$ cat src/inc/dlp_pkg.sv
// package: constants and types for the die-link low-power handshake block
package dlp_pkg;
    // link clock divider: half period of link_clock_out in sys_clk cycles
    localparam int unsigned LINK_HALF_NS     = 400;
    localparam int unsigned SYS_CLK_NS       = 100;
    localparam int unsigned LINK_HALF_CYC    = (LINK_HALF_NS + SYS_CLK_NS - 1) / SYS_CLK_NS;
    // acknowledge timeout in link clock periods
    localparam int unsigned ACK_TIMEOUT_CYC  = 64;
    // frame length in bits: 8 address + 8 data
    localparam int unsigned FRAME_BITS       = 16;
    localparam logic [4:0]  FRAME_BITS_W     = 5'h10;
    localparam logic [7:0]  ACK_SYMBOL       = 8'ha5;
    // target-side addresses
    localparam logic [7:0]  MODE_REG_ADDR    = 8'h00;
    localparam logic [7:0]  IRQ_CLR_ADDR     = 8'h01;
    localparam logic [7:0]  IRQ_CLR_VALUE    = 8'h01;
    // low-power mode codes written to the target
    localparam logic [7:0]  MODE_CODE_WAIT   = 8'h01;
    localparam logic [7:0]  MODE_CODE_STOP   = 8'h02;

    typedef enum logic [1:0] {
        DLP_LP_WAIT,
        DLP_LP_STOP,
        DLP_LP_NONE
    } dlp_lp_e;

    typedef struct packed {
        logic [7:0] addr;
        logic [7:0] data;
    } dlp_frame_s;

    typedef struct packed {
        logic busy;
        logic acked;
        logic timeout;
    } dlp_link_stat_s;
endpackage

$ cat src/hdl/dlp_core.sv
// die-link initiator low-power entry and wake handshake
`timescale 1ns/10ps
// Function
// - low-power request travels only as an ordinary link write, no extra wires
// - with no work pending, send one blocking mode-register byte write
// - WAIT/STOP executed only after the mode write is acknowledged
// - interrupts masked while checking work, re-enabled right before STOP; here masked only from ST_MASK, after the work check
// - on target interrupt, restart clock generation before the handler
// - handler clears the wake source on the target through a link write; here the core sends it itself from ST_WAKE
// - on stop, link clock finishes its high phase then parks low
// - blocking write stalls cpu until transfer and acknowledge complete
// - with stop-in-wait, pending transmission completes before clocks stop
module dlp_core
    import dlp_pkg::*;
(
    input  wire logic       sys_clk,          // system clock, 10 MHz
    input  wire logic       srst,             // synchronous reset, active high
    input  wire logic       enable,           // initiator enable
    input  wire logic       stop_in_wait_bit, // wait also waits for link clock to park
    input  wire logic       work_pending,     // cpu still has work
    input  wire logic       lp_req,           // pulse: cpu wants low power
    input  wire logic       lp_is_stop,       // 1 = stop, 0 = wait
    output logic            cpu_stall,        // cpu held by a blocking write
    output logic            cpu_irq_mask,     // cpu interrupt mask level
    output logic            cpu_sleep_q,      // cpu executing WAIT/STOP
    output logic            cpu_clk_run_q,    // cpu clock generation running
    output logic            cpu_irq_q,        // wake interrupt to cpu handler
    output logic            link_error_q,     // acknowledge missing
    output logic            link_clock_out,   // link clock to target
    output logic            link_data_out,    // serial data to target
    output logic            link_data_oe,     // link data output enable
    input  wire logic       link_data_in,     // serial data from target (async)
    input  wire logic       target_irq_line   // target interrupt, async level
);
    typedef enum logic [3:0] {
        ST_IDLE, ST_MASK, ST_SEND, ST_ACK, ST_ARM, ST_PARK, ST_SLEEP, ST_WAKE, ST_CLR_SEND,
        ST_CLR_ACK
    } dlp_state_e;

    dlp_state_e     state_q;
    dlp_frame_s     frame_q;
    dlp_link_stat_s stat;
    logic [1:0]     irq_sync_q;
    logic [1:0]     din_sync_q;
    logic [7:0]     div_q;
    logic           lclk_q;
    logic           tick_fall;
    logic           tick_rise;
    logic           lclk_run;
    logic [4:0]     bit_q;
    logic [7:0]     rx_q;
    logic [7:0]     tmo_q;
    logic           is_stop_q;

    function automatic logic [7:0] mode_code(input logic stop);
        mode_code = stop ? MODE_CODE_STOP : MODE_CODE_WAIT;
    endfunction

    // both async inputs pass two flops before use
    always_ff @(posedge sys_clk) begin
        irq_sync_q <= {irq_sync_q[0], target_irq_line};
        din_sync_q <= {din_sync_q[0], link_data_in};
    end

    // clock runs only while a frame or acknowledge is in flight
    assign lclk_run = (state_q == ST_SEND) || (state_q == ST_ACK) ||
                      (state_q == ST_CLR_SEND) || (state_q == ST_CLR_ACK);
    assign tick_fall = (div_q == 8'(LINK_HALF_CYC - 1)) && lclk_q;
    assign tick_rise = (div_q == 8'(LINK_HALF_CYC - 1)) && !lclk_q && lclk_run;

    always_ff @(posedge sys_clk) begin
        if (srst) begin
            div_q  <= 8'h00;
            lclk_q <= 1'b0;
        end else if (lclk_q || lclk_run) begin
            // a high phase always completes, so the clock parks only at low
            if (div_q == 8'(LINK_HALF_CYC - 1)) begin
                div_q  <= 8'h00;
                lclk_q <= ~lclk_q;
            end else begin
                div_q <= div_q + 8'h01;
            end
        end else begin
            div_q <= 8'h00;
        end
    end
    assign link_clock_out = lclk_q;

    always_ff @(posedge sys_clk) begin
        if (srst) begin
            is_stop_q <= 1'b0;
        end else if (lp_req && state_q == ST_IDLE) begin
            is_stop_q <= lp_is_stop;
        end
    end

    // mode request sent as a link write
    always_ff @(posedge sys_clk) begin
        if (srst) begin
            frame_q <= '0;
        end else if (state_q == ST_MASK) begin
            frame_q <= '{addr: MODE_REG_ADDR, data: mode_code(is_stop_q)};
        end else if (state_q == ST_WAKE) begin
            frame_q <= '{addr: IRQ_CLR_ADDR, data: IRQ_CLR_VALUE};
        end
    end

    // serial shift: data launched on falling edge, msb first
    always_ff @(posedge sys_clk) begin
        if (srst) begin
            bit_q <= 5'h00;
        end else if (state_q == ST_MASK || state_q == ST_WAKE) begin
            bit_q <= 5'h00;
        end else if ((state_q == ST_SEND || state_q == ST_CLR_SEND) && tick_fall) begin
            bit_q <= bit_q + 5'h01;
        end else if ((state_q == ST_ACK || state_q == ST_CLR_ACK) && tick_rise) begin
            bit_q <= bit_q + 5'h01;
        end else if (bit_q == FRAME_BITS_W && (state_q == ST_ACK || state_q == ST_CLR_ACK)) begin
            bit_q <= bit_q;
        end
    end

    always_ff @(posedge sys_clk) begin
        if (srst) begin
            link_data_out <= 1'b0;
            link_data_oe  <= 1'b0;
        end else if ((state_q == ST_SEND || state_q == ST_CLR_SEND) && bit_q < FRAME_BITS_W) begin
            link_data_out <= frame_q[4'(FRAME_BITS - 1) - bit_q[3:0]];
            link_data_oe  <= 1'b1;
        end else begin
            link_data_out <= 1'b0;
            link_data_oe  <= 1'b0;
        end
    end

    // sample acknowledge symbol on rising edges
    always_ff @(posedge sys_clk) begin
        if (srst || state_q == ST_SEND || state_q == ST_CLR_SEND) begin
            rx_q  <= 8'h00;
            tmo_q <= 8'h00;
        end else if ((state_q == ST_ACK || state_q == ST_CLR_ACK) && tick_rise) begin
            rx_q  <= {rx_q[6:0], din_sync_q[1]};
            tmo_q <= tmo_q + 8'h01;
        end
    end

    assign stat.busy    = lclk_run;
    assign stat.acked   = (rx_q == ACK_SYMBOL);
    assign stat.timeout = (tmo_q == 8'(ACK_TIMEOUT_CYC));

    always_ff @(posedge sys_clk) begin
        if (srst || state_q == ST_MASK) begin
            link_error_q <= 1'b0;
        end else if (stat.timeout && stat.busy) begin
            link_error_q <= 1'b1;
        end
    end

    always_ff @(posedge sys_clk) begin
        if (srst || !enable) begin
            state_q <= ST_IDLE;
        end else begin
            case (state_q)
                ST_IDLE: if (lp_req && !work_pending) begin
                    state_q <= ST_MASK;
                end
                ST_MASK: state_q <= ST_SEND;
                ST_SEND: if (tick_fall && bit_q == FRAME_BITS_W - 5'h01) begin
                    state_q <= ST_ACK;
                end
                ST_ACK: if (stat.acked) begin
                    state_q <= ST_ARM;
                end else if (stat.timeout) begin
                    state_q <= ST_IDLE;
                end
                // wait-mode without stop bit enters sleep without waiting for the link clock to park
                ST_ARM: state_q <= (is_stop_q || stop_in_wait_bit) ? ST_PARK : ST_SLEEP;
                ST_PARK: if (!lclk_q) begin
                    state_q <= ST_SLEEP;
                end
                ST_SLEEP: if (irq_sync_q[1]) begin
                    state_q <= ST_WAKE;
                end
                ST_WAKE: state_q <= ST_CLR_SEND;
                ST_CLR_SEND: if (tick_fall && bit_q == FRAME_BITS_W - 5'h01) begin
                    state_q <= ST_CLR_ACK;
                end
                ST_CLR_ACK: if (stat.acked || stat.timeout) begin
                    state_q <= ST_IDLE;
                end
                default: state_q <= ST_IDLE;
            endcase
        end
    end

    assign cpu_stall = (state_q == ST_MASK) || (state_q == ST_SEND) || (state_q == ST_ACK);
    // mask during mode write and acknowledge, clear before sleep
    assign cpu_irq_mask = cpu_stall;

    always_ff @(posedge sys_clk) begin
        if (srst) begin
            cpu_sleep_q   <= 1'b0;
            cpu_clk_run_q <= 1'b1;
            cpu_irq_q     <= 1'b0;
        end else begin
            cpu_sleep_q   <= (state_q == ST_PARK) || (state_q == ST_SLEEP);
            cpu_clk_run_q <= !((state_q == ST_SLEEP) && is_stop_q);
            cpu_irq_q     <= irq_sync_q[1] && (state_q != ST_SLEEP);
        end
    end
endmodule

$ cat config.mk
export PLATFORM = sky130hd
export DESIGN_NAME = dlp_core
export DESIGN_NICKNAME = d
export VERILOG_FILES = /design/src/inc/dlp_pkg.sv /design/src/hdl/dlp_core.sv
export SDC_FILE = /design/constraint.sdc
export NUM_CORES = 1
export LEC_CHECK = 0
export ABC_AREA = 1
export ABC_CLOCK_PERIOD_IN_PS = 2200
export BUFFER_PORTS_ARGS = -buffer_cell sky130_fd_sc_hd__buf_2
export CAP_MARGIN = 10
export CORE_MARGIN = 2
export CORE_UTILIZATION = 45
export CTS_BUF_LIST = sky130_fd_sc_hd__clkbuf_8
export DETAILED_ROUTE_END_ITERATION = 16
export SLEW_MARGIN = 30
export SYNTH_ARGS = -nofsm -noshare
export SYNTH_HDL_FRONTEND = slang
export SYNTH_SLANG_ARGS = --single-unit
$ cat constraint.sdc
create_clock -name sys_clk -period 2.2 [get_ports sys_clk]
set_clock_uncertainty 0.2 [all_clocks]
set_input_delay 0.22 -clock sys_clk [delete_from_list [all_inputs] [get_ports sys_clk]]
set_output_delay 0.22 -clock sys_clk [all_outputs]
set_load 0.02 [all_outputs]
### Yosys cells after proc, flatten, opt, wreduce, memory -nomap -nowiden

Index checks and enable logic that the tools add are counted.

* $add $sub $neg: 4
* $mul: 0
* divide/modulo/power cells: 0
* $lt $le $gt $ge: 2
* equal/unequal tests: 21
* shift-type cells: 0
* muxes and demuxes: 18
* bitwise operators: 3
* reduce and logical (&&, ||, !) cells: 41

Operator list (number)
* 4-bit one-hot mux with 10 select lines: 1
* 4-bit 2-to-1 mux: 8
* 8-bit by 1-bit adder with 8-bit output, second input constant: 2
* 4-bit by 3-bit equality test with 1-bit output, second input constant: 4
* 1-bit logical OR: 16
* 8-bit 2-to-1 mux: 2
* 1-bit logical AND: 12
* 5-bit 2-to-1 mux: 2
* 4-bit by 2-bit equality test with 1-bit output, second input constant: 2
* 4-bit equality test, second input constant: 2
* 8-bit by 2-bit equality test with 1-bit output, second input constant: 1
* 8-bit by 7-bit equality test with 1-bit output, second input constant: 1
* 8-bit equality test, second input constant: 1
* 7-bit AND reduction: 1
* 2-bit by 1-bit inequality test with 1-bit output, second input constant: 3
* 2-bit inequality test, second input constant: 3
* 2-bit OR reduction: 3
* 5-bit by 1-bit adder with 5-bit output, second input constant: 1
* 5-bit by 4-bit equality test with 1-bit output, second input constant: 1
* 4-bit by 5-bit < comparator with 1-bit output, second input constant: 1
* 5-bit < comparator, second input constant: 1
* 1-bit binary-select mux with 4-bit select: 1
* 4-bit by 1-bit equality test with 1-bit output, second input constant: 1
* 1-bit logical NOT: 4
* 10 further kinds: 15

* bits in registers: 54
* latch bits: 0
* RAM bits: 0
* bits in read-only memories: 0
* bits of input ports: 9
* output and inout port bits: 9
* word-level logic and storage cells: 106
* memories kept: 0

### Logic depth before layout (Yosys ltp)

Gate-level depths: netlist of the first run.

* depth in word-level cells: 8
* depth in mapped cells: 12
* depth with buffers taken out: 12

### Worst setup path after synthesis of the first run

OpenSTA, ideal clock, no wires.

* kind: flip-flop to flip-flop
* start point: register bit_q[0]
* end point: register state_q[0]
* setup time: 0.113 ns
* data arrival time: 1.336 ns
* required time: 1.887 ns
* slack: 0.550 ns
* cell stages (with the launch flop): 12
* buffers on the path: 0
* period minus slack after synthesis: 1.650 ns
* path through: dfxtp_1 > ha_1 > nand2_1 > nor2_1 > ha_1 > nand2_1 > inv_1 > nand3_1 > nand2_1 > nand3_2 > nor2_1 > nor2_1

* word-level cells in the longest chain between the ends: 4
* elaborated cells between the ends (all ways): 5
* those cells by class: eq/ne (3); reduce/logical (2)

RTL lines
* from (decl): RTL line dlp_core.sv:50 `logic [4:0] bit_q;`
* from (signal assigned): RTL line dlp_core.sv:115 `bit_q <= bit_q + 5'h01;`
* from (signal assigned): RTL line dlp_core.sv:117 `bit_q <= bit_q + 5'h01;`
* from (signal assigned): RTL line dlp_core.sv:119 `bit_q <= bit_q;`
* 5-bit by 4-bit equality test with 1-bit output (*): RTL line dlp_core.sv:168, dlp_core.sv:185
* 1-bit logical AND (*): RTL line dlp_core.sv:168, dlp_core.sv:185
* 2-bit inequality test (no line) or 2-bit by 1-bit inequality test with 1-bit output (tied branches)
* 7-bit AND reduction (no line) (*)
* to (signal assigned): RTL line dlp_core.sv:177 `ST_ARM: state_q <= (is_stop_q || stop_in_wait_bit) ? ST_PARK : ST_SLEEP;`
* to (decl): RTL line dlp_core.sv:40 `dlp_state_e state_q;`

Mark *: on every way between the ends. The rest lies on a longest branch, timed or not.
A chain may end at the register's enable or synchronous reset.

==> metrics.md, run 1 <==
| Metric | Value |
|---|---|
| Endpoint class of the critical path | `flop` |
| Lkg Pwr | `1.108 nW` |
| Htree depth | `2` |
| Post-DR vias/cell | `4.767` |
| Seq. cell area | `960.9 um2` |
| Root buffer cell | `clkbuf_8` |
| Syn Nets | `332` |
| # fillers | `518` |
| Routed WL per cell | `11.22 um` |
| FMAX | `502.0 MHz` |
| Gate power share | `15.1%` |
| Top-area cell type share of the netlist area | `41.36%` |
| Critical Path Fanout Max | `8` |
| Inserted Clock Buffers | `5` |
| Final worst path period share | `90.54%` |
| CTS max path bufs | `2` |
| Io pins | `18` |
| TritonRoute pass-1 iters | `4` |
| DRT iter0 DRCs | `74` |
| Antenna Cells | `0` |
| CP arrival | `2.05 ns` |
| Class of the tightest hold or removal check | `in2reg` |
| Post-synth top cells | `58 x nand2_1, 58 x nor2_1, 48 x dfxtp_1` |
| First-pass GRT wire length | `7.935 mm` |
| Die width | `75.86 um` |
| RSZ-0062 raised after global routing | `false` |
| Setup tns final | `0 ns` |
| All-Layer GR Usage | `18.47%` |
| Most used DFF post-synth | `dfxtp_1` |
| Area grow syn2layout | `13.57%` |
| Final hold vios | `0` |
| Initial Utilization | `46.08%` |
| Via Count | `1988` |
| Gpl congestion | `0.8585` |
| Die area | `5754 um2` |
| Initial antenna violation count | `0` |
| Hold_buf cts | `6` |
| Largest cells by area after synthesis | `dfxtp_1 41%, nand2_1 9.4%, nor2_1 9.4%` |
| Die Height | `75.86 um` |
| PortBufs | `17` |
| Vias in the first global route | `1862` |
| Hold WS | `0.07180 ns` |
| Clk_lat worst skew | `0.31 ns` |
| Clk slew on worst S/H paths | `0.09 ns` |
| Count of pins over their slew limit | `0` |
| Final #Nets | `360` |
| Core area | `5042 um2` |
| Core Rows | `26` |
| Switch share | `29.00%` |
| Post-CTS setup buffer count | `0` |
| Status | `complete, no violations` |
| DRC | `0` |
| Largest net degree at the start of global routing | `16` |
| CP required | `2.26 ns` |
| Max-slew headroom | `74.09%` |
| Asr flop ratio synth | `0%` |
| Reg2Reg Setup Slack | `0.26 ns` |
| Layout cell share with drive strength beyond 1 | `14.41%` |
| VDD IR max | `0.0003754 V` |
| Final ANT Viol Nets | `0` |
| GRT overflow | `0` |
| Cell variety after synth | `30` |
| Area taken by multi-input logic gates | `1176 um2` |
| Netlist Area Pre-Place | `2323 um2` |
| Final setup margin | `0.2082 ns` |
| Part of the Yosys area used for sequential elements | `41.36%` |
| Routed Wire Length | `4.677 mm` |
| Worst Setup Start Kind | `primary input` |
| Syn. warnings | `0` |
| TritonCTS clock tree | `yes` |
| Critical path type | `in2reg` |
| Clock Power Share | `32.6%` |
| Cts repair resizes | `0` |
| Syn Area/Cell | `7.307 um2` |
| Net Switching | `502.9 uW` |
| Synth area leader | `dfxtp_1` |
| Max-cap violations | `0` |
| Minimum clock period | `1.992 ns` |
| Cell area power density | `657.2 nW/um2` |
| Synth Register Bits | `48` |
| P_int | `1.231 mW` |
| Post-synth EDFFs | `0` |
| CTS sink count | `48` |
| Sequential power share | `52.3%` |
| Worst Tran Pin Value | `0.3873 ns` |
| Final Setup Violations | `0` |
| Dpl hpwl | `3.493 mm` |
| Mapped Cells | `318` |
| Worst slack at placement | `0.3202 ns` |
## kinds of logic (layout without fill, tap and decap cells)
kind of cell | after synthesis | in the layout | share of synthesized area (%)
AND/OR/NAND/NOR | 169 | 169 | 35.27
flip-flops | 48 | 48 | 41.36
buffers and inverters | 47 | 76 | 8.023
AO/OA/AOI/OAI | 41 | 41 | 9.639
XOR/XNOR | 8 | 8 | 3.016
adder cells (fa/ha/maj) | 5 | 5 | 2.693
## critical path, stage by stage
cell	delay (ns)
dlygate4sd3_1	0.52
buf_2	0.18
inv_1	0.29
o21ai_0	0.15
a21oi_1	0.12
dlygate4sd3_1	0.56
## power by group through the flow
stage / registers, mW / logic [mW] / clock network, mW
after detailed placement: 0.927 / 0.252 / 0
after CTS: 0.907 / 0.263 / 0.587
after global placement: 0.927 / 0.251 / 0
after global routing: 0.911 / 0.293 / 0.622
final: 0.907 / 0.262 / 0.565
after floorplan: 0.928 / 0.195 / 0
## flip-flops by register name, summed over array words and instances (netlist names), 2 cells and up
name / flops
irq_sync_q: 2
tmo_q: 8
din_sync_q: 2
state_q: 4
rx_q: 8
div_q: 8
frame_q: 3
bit_q: 5
## worst paths after layout
check | depth (start not counted) | from | end
setup / recovery | 6 | srst | is_stop_q
hold / removal | 5 | stop_in_wait_bit | state_q[0]
setup reg to reg | 5 | state_q[0] | is_stop_q
hold reg to reg | 0 | din_sync_q[0] | din_sync_q[1]
## final cells by class
cell class	instances	share of cell area [%]
well taps	70	3.319
clock inverters	2	0.5690
flip-flops and latches	48	36.42
inverters	45	6.496
repair buffers	23	5.500
multi-input cells	223	44.57
clock buffers	6	3.129
## metrics by stage
stage | power [mW] | cell area, um2 | util, % | cells
after floorplan | 1.123 | 2323 | - | 318
after detailed placement | 1.179 | 2481 | 49.21 | 403
after global routing | 1.827 | 2639 | 52.33 | 417
final | 1.734 | 2639 | 52.33 | 417
after CTS | 1.757 | 2639 | 52.33 | 417
after global placement | 1.179 | 2481 | 49.21 | 403
## layout by cell type (no fill, tap or decap), types with 8 or more instances in the layout
master / n
inv_1: 40
o21ai_0: 17
nor2_1: 58
a21oi_1: 19
nor3_1: 8
nand2_1: 58
dfxtp_1: 48
buf_2: 17
xor2_1: 8
nand3_1: 19
## metal layers
metal | global-route usage [%] | up-vias | wire, um
li1 | - | 1066 | -
met2 | 28.54 | 21 | 2117
met4 | 8.967 | 0 | 127
met1 | 23.16 | 889 | 2264
met3 | 5.952 | 12 | 167
met5 | 0 | - | 0
Power figures use the tool's default switching activity.
==> inputs of run 2 (changes only) <==
==> constraint.sdc (replaced) <==
create_clock -name sys_clk -period 2.2 [get_ports sys_clk]
set_clock_uncertainty 0.2 [all_clocks]
set_input_delay 0.11 -clock sys_clk [delete_from_list [all_inputs] [get_ports sys_clk]]
set_output_delay 0.11 -clock sys_clk [all_outputs]
set_load 0.02 [all_outputs]
==> metrics.md, run 2 (synthesized netlist as in run 1, its figures left out) <==
| Metric | Value |
|---|---|
| Status | `complete, no violations` |
| Worst Tran Pin Value | `0.3541 ns (-0.03320 ns)` |
| Via Count | `1997 (+0.45%)` |
| Final #Nets | `363 (+0.83%)` |
| Lkg Pwr | `1.111 nW (+0.28%)` |
| DRC | `0 (unchanged)` |
| Clk slew on worst S/H paths | `0.08 ns (about the same)` |
| Core area | `5042 um2 (unchanged)` |
| Max-cap violations | `0 (unchanged)` |
| CP required | `2.24 ns (-0.02 ns)` |
| Top cell by count, worst path | `nand2_1` |
| Seq. cell area | `960.9 um2 (unchanged)` |
| Crit-path leading delay family | `simple AND/OR/NAND/NOR gates` |
| Worst path bufs/invs | `1 (-3)` |
| Critical-path cell list | `ha_1 > nand2_1 > nor2_1 > ha_1 > nand2_1 > inv_1 > nand3_1 > nand2_1 > nand3_2 > nand2_1 > nand2_1 > nor2_1` |
| Area taken by multi-input logic gates | `1176 um2 (unchanged)` |
| Setup tns final | `0 ns (unchanged)` |
| PortBufs | `17 (unchanged)` |
| Die width | `75.86 um (unchanged)` |
| Final worst path period share | `84.19% (-6.4 points)` |
| Critical path type | `reg2reg` |
| Layout cell share with drive strength beyond 1 | `13.83% (-0.58 points)` |
| CP max-delay cell | `dfxtp_1` |
| Vias in the first global route | `1823 (-2.1%)` |
| Cell area power density | `625.1 nW/um2 (-4.9%)` |
| RSZ-0062 raised after global routing | `false` |
| DRT iter0 DRCs | `85 (+15%)` |
| Die Height | `75.86 um (unchanged)` |
| Worst Setup Start Kind | `flop` |
| Inserted Clock Buffers | `5 (unchanged)` |
| TritonCTS clock tree | `yes` |
| Core Rows | `26 (unchanged)` |
| Max-slew headroom | `76.36% (+2.3 points)` |
| Gpl congestion | `0.8537 (-0.56%)` |
| GRT overflow | `0 (unchanged)` |
| Routed Wire Length | `4.657 mm (-0.43%)` |
| Clk_lat worst skew | `0.30 ns (about the same)` |
| All-Layer GR Usage | `18.12% (-0.35 points)` |
| Post-CTS setup buffer count | `0 (unchanged)` |
| Endpoint class of the critical path | `flop` |
| Class of the tightest hold or removal check | `reg2reg` |
| VDD IR max | `0.0003908 V (+4.1%)` |
| Pwr Total | `1.649 mW (-4.9%)` |
| TritonRoute pass-1 iters | `4 (unchanged)` |
| Dpl hpwl | `3.490 mm (-0.10%)` |
| First-pass GRT wire length | `7.859 mm (-0.96%)` |
| Biggest regs | `div_q: 8 flops, rx_q: 8 flops, tmo_q: 8 flops` |
| Cts repair resizes | `0 (unchanged)` |
| # fillers | `507 (-2.1%)` |
| Critical Path Fanout Max | `6 (-2)` |
| Largest net degree at the start of global routing | `15 (-1)` |
| Initial antenna violation count | `0 (unchanged)` |
| Highest cell delay on the worst timing path | `0.42 ns (-0.14 ns)` |
| FMAX | `539.9 MHz (+7.5%)` |
| Htree depth | `2 (unchanged)` |
| Minimum clock period | `1.852 ns (-0.1397 ns)` |
| Commonest non-fill, non-tap cells in the layout | `58 x nand2_1, 58 x nor2_1, 48 x dfxtp_1` |
| CP arrival | `1.90 ns (-0.15 ns)` |
| Final Setup Violations | `0 (unchanged)` |
| Die area | `5754 um2 (unchanged)` |
| Final hold vios | `0 (unchanged)` |
| Io pins | `18 (unchanged)` |
| Post-DR vias/cell | `4.789 (+0.45%)` |
| CTS sink count | `48 (unchanged)` |
| Antenna Cells | `0 (unchanged)` |
| Final ANT Viol Nets | `0 (unchanged)` |
| Initial Utilization | `46.08% (unchanged)` |
| Root buffer cell | `clkbuf_8` |
| Routed WL per cell | `11.17 um (-0.43%)` |
| CTS max path bufs | `2 (unchanged)` |
| Area grow syn2layout | `13.52% (about the same)` |
| Count of pins over their slew limit | `0 (unchanged)` |
-- run 2: where the power goes --
part           switching (mW)  leakage, nW  internal [mW]  total (mW)
registers              0.0168        0.389          0.890       0.907
clock network           0.266       0.0359          0.205       0.471
logic                   0.177        0.686         0.0925       0.270
total                   0.460         1.11           1.19        1.65
-- run 2: layout make-up --
cell class | instances | area share [%]
Inverter | 45 | 6.499
Clock buffer | 5 | 2.609
Timing Repair Buffer | 26 | 6.547
Multi-Input combinational cell | 223 | 44.59
Tap cell | 70 | 3.321
Sequential cell | 48 | 36.43
-- run 2: worst paths after layout --
kind	start	to	slack [ns]	cells past startpoint
max	bit_q[0]	state_q[1]	0.35	12
min	din_sync_q[0]	din_sync_q[1]	0.13	0
max reg2reg	bit_q[0]	state_q[1]	0.35	12
min reg2reg	din_sync_q[0]	din_sync_q[1]	0.13	0
-- run 2: timing repair --
item | in CTS | in global routing
setup endpoints to repair | 0 | 0
hold endpoints to repair | 11 | 0
hold buffers | 8 | 0
-- run 2: metrics by stage --
step	instance area [um2]	instances	setup slack, ns	hold WS (ns)	util (%)
after floorplan	2323	318	0.5505	-0.06228	-
after CTS	2638	417	0.3225	0.1340	52.31
after detailed placement	2489	404	0.3361	0.01405	49.35
after global placement	2489	404	0.3479	0.01388	49.35
after global routing	2638	417	0.1387	0.1447	52.31
final	2638	417	0.3479	0.1310	52.31
-- run 2: layer usage --
metal | share of wire [%] | track usage [%] | vias to the layer above
li1 | - | - | 1071
met4 | 1.8 | 6.823 | 0
met1 | 50 | 23.33 | 898
met2 | 45 | 29.31 | 21
met5 | 0 | 0 | -
met3 | 2.5 | 4.365 | 7
-- run 2: worst register-to-register path: stages (launching register included) --
cell	delay [ns]
dfxtp_1	0.42
ha_1	0.21
nand2_1	0.06
nor2_1	0.09
ha_1	0.17
nand2_1	0.06
inv_1	0.07
nand3_1	0.07
nand2_1	0.11
nand3_2	0.13
nand2_1	0.09
nand2_1	0.05
nor2_1	0.07
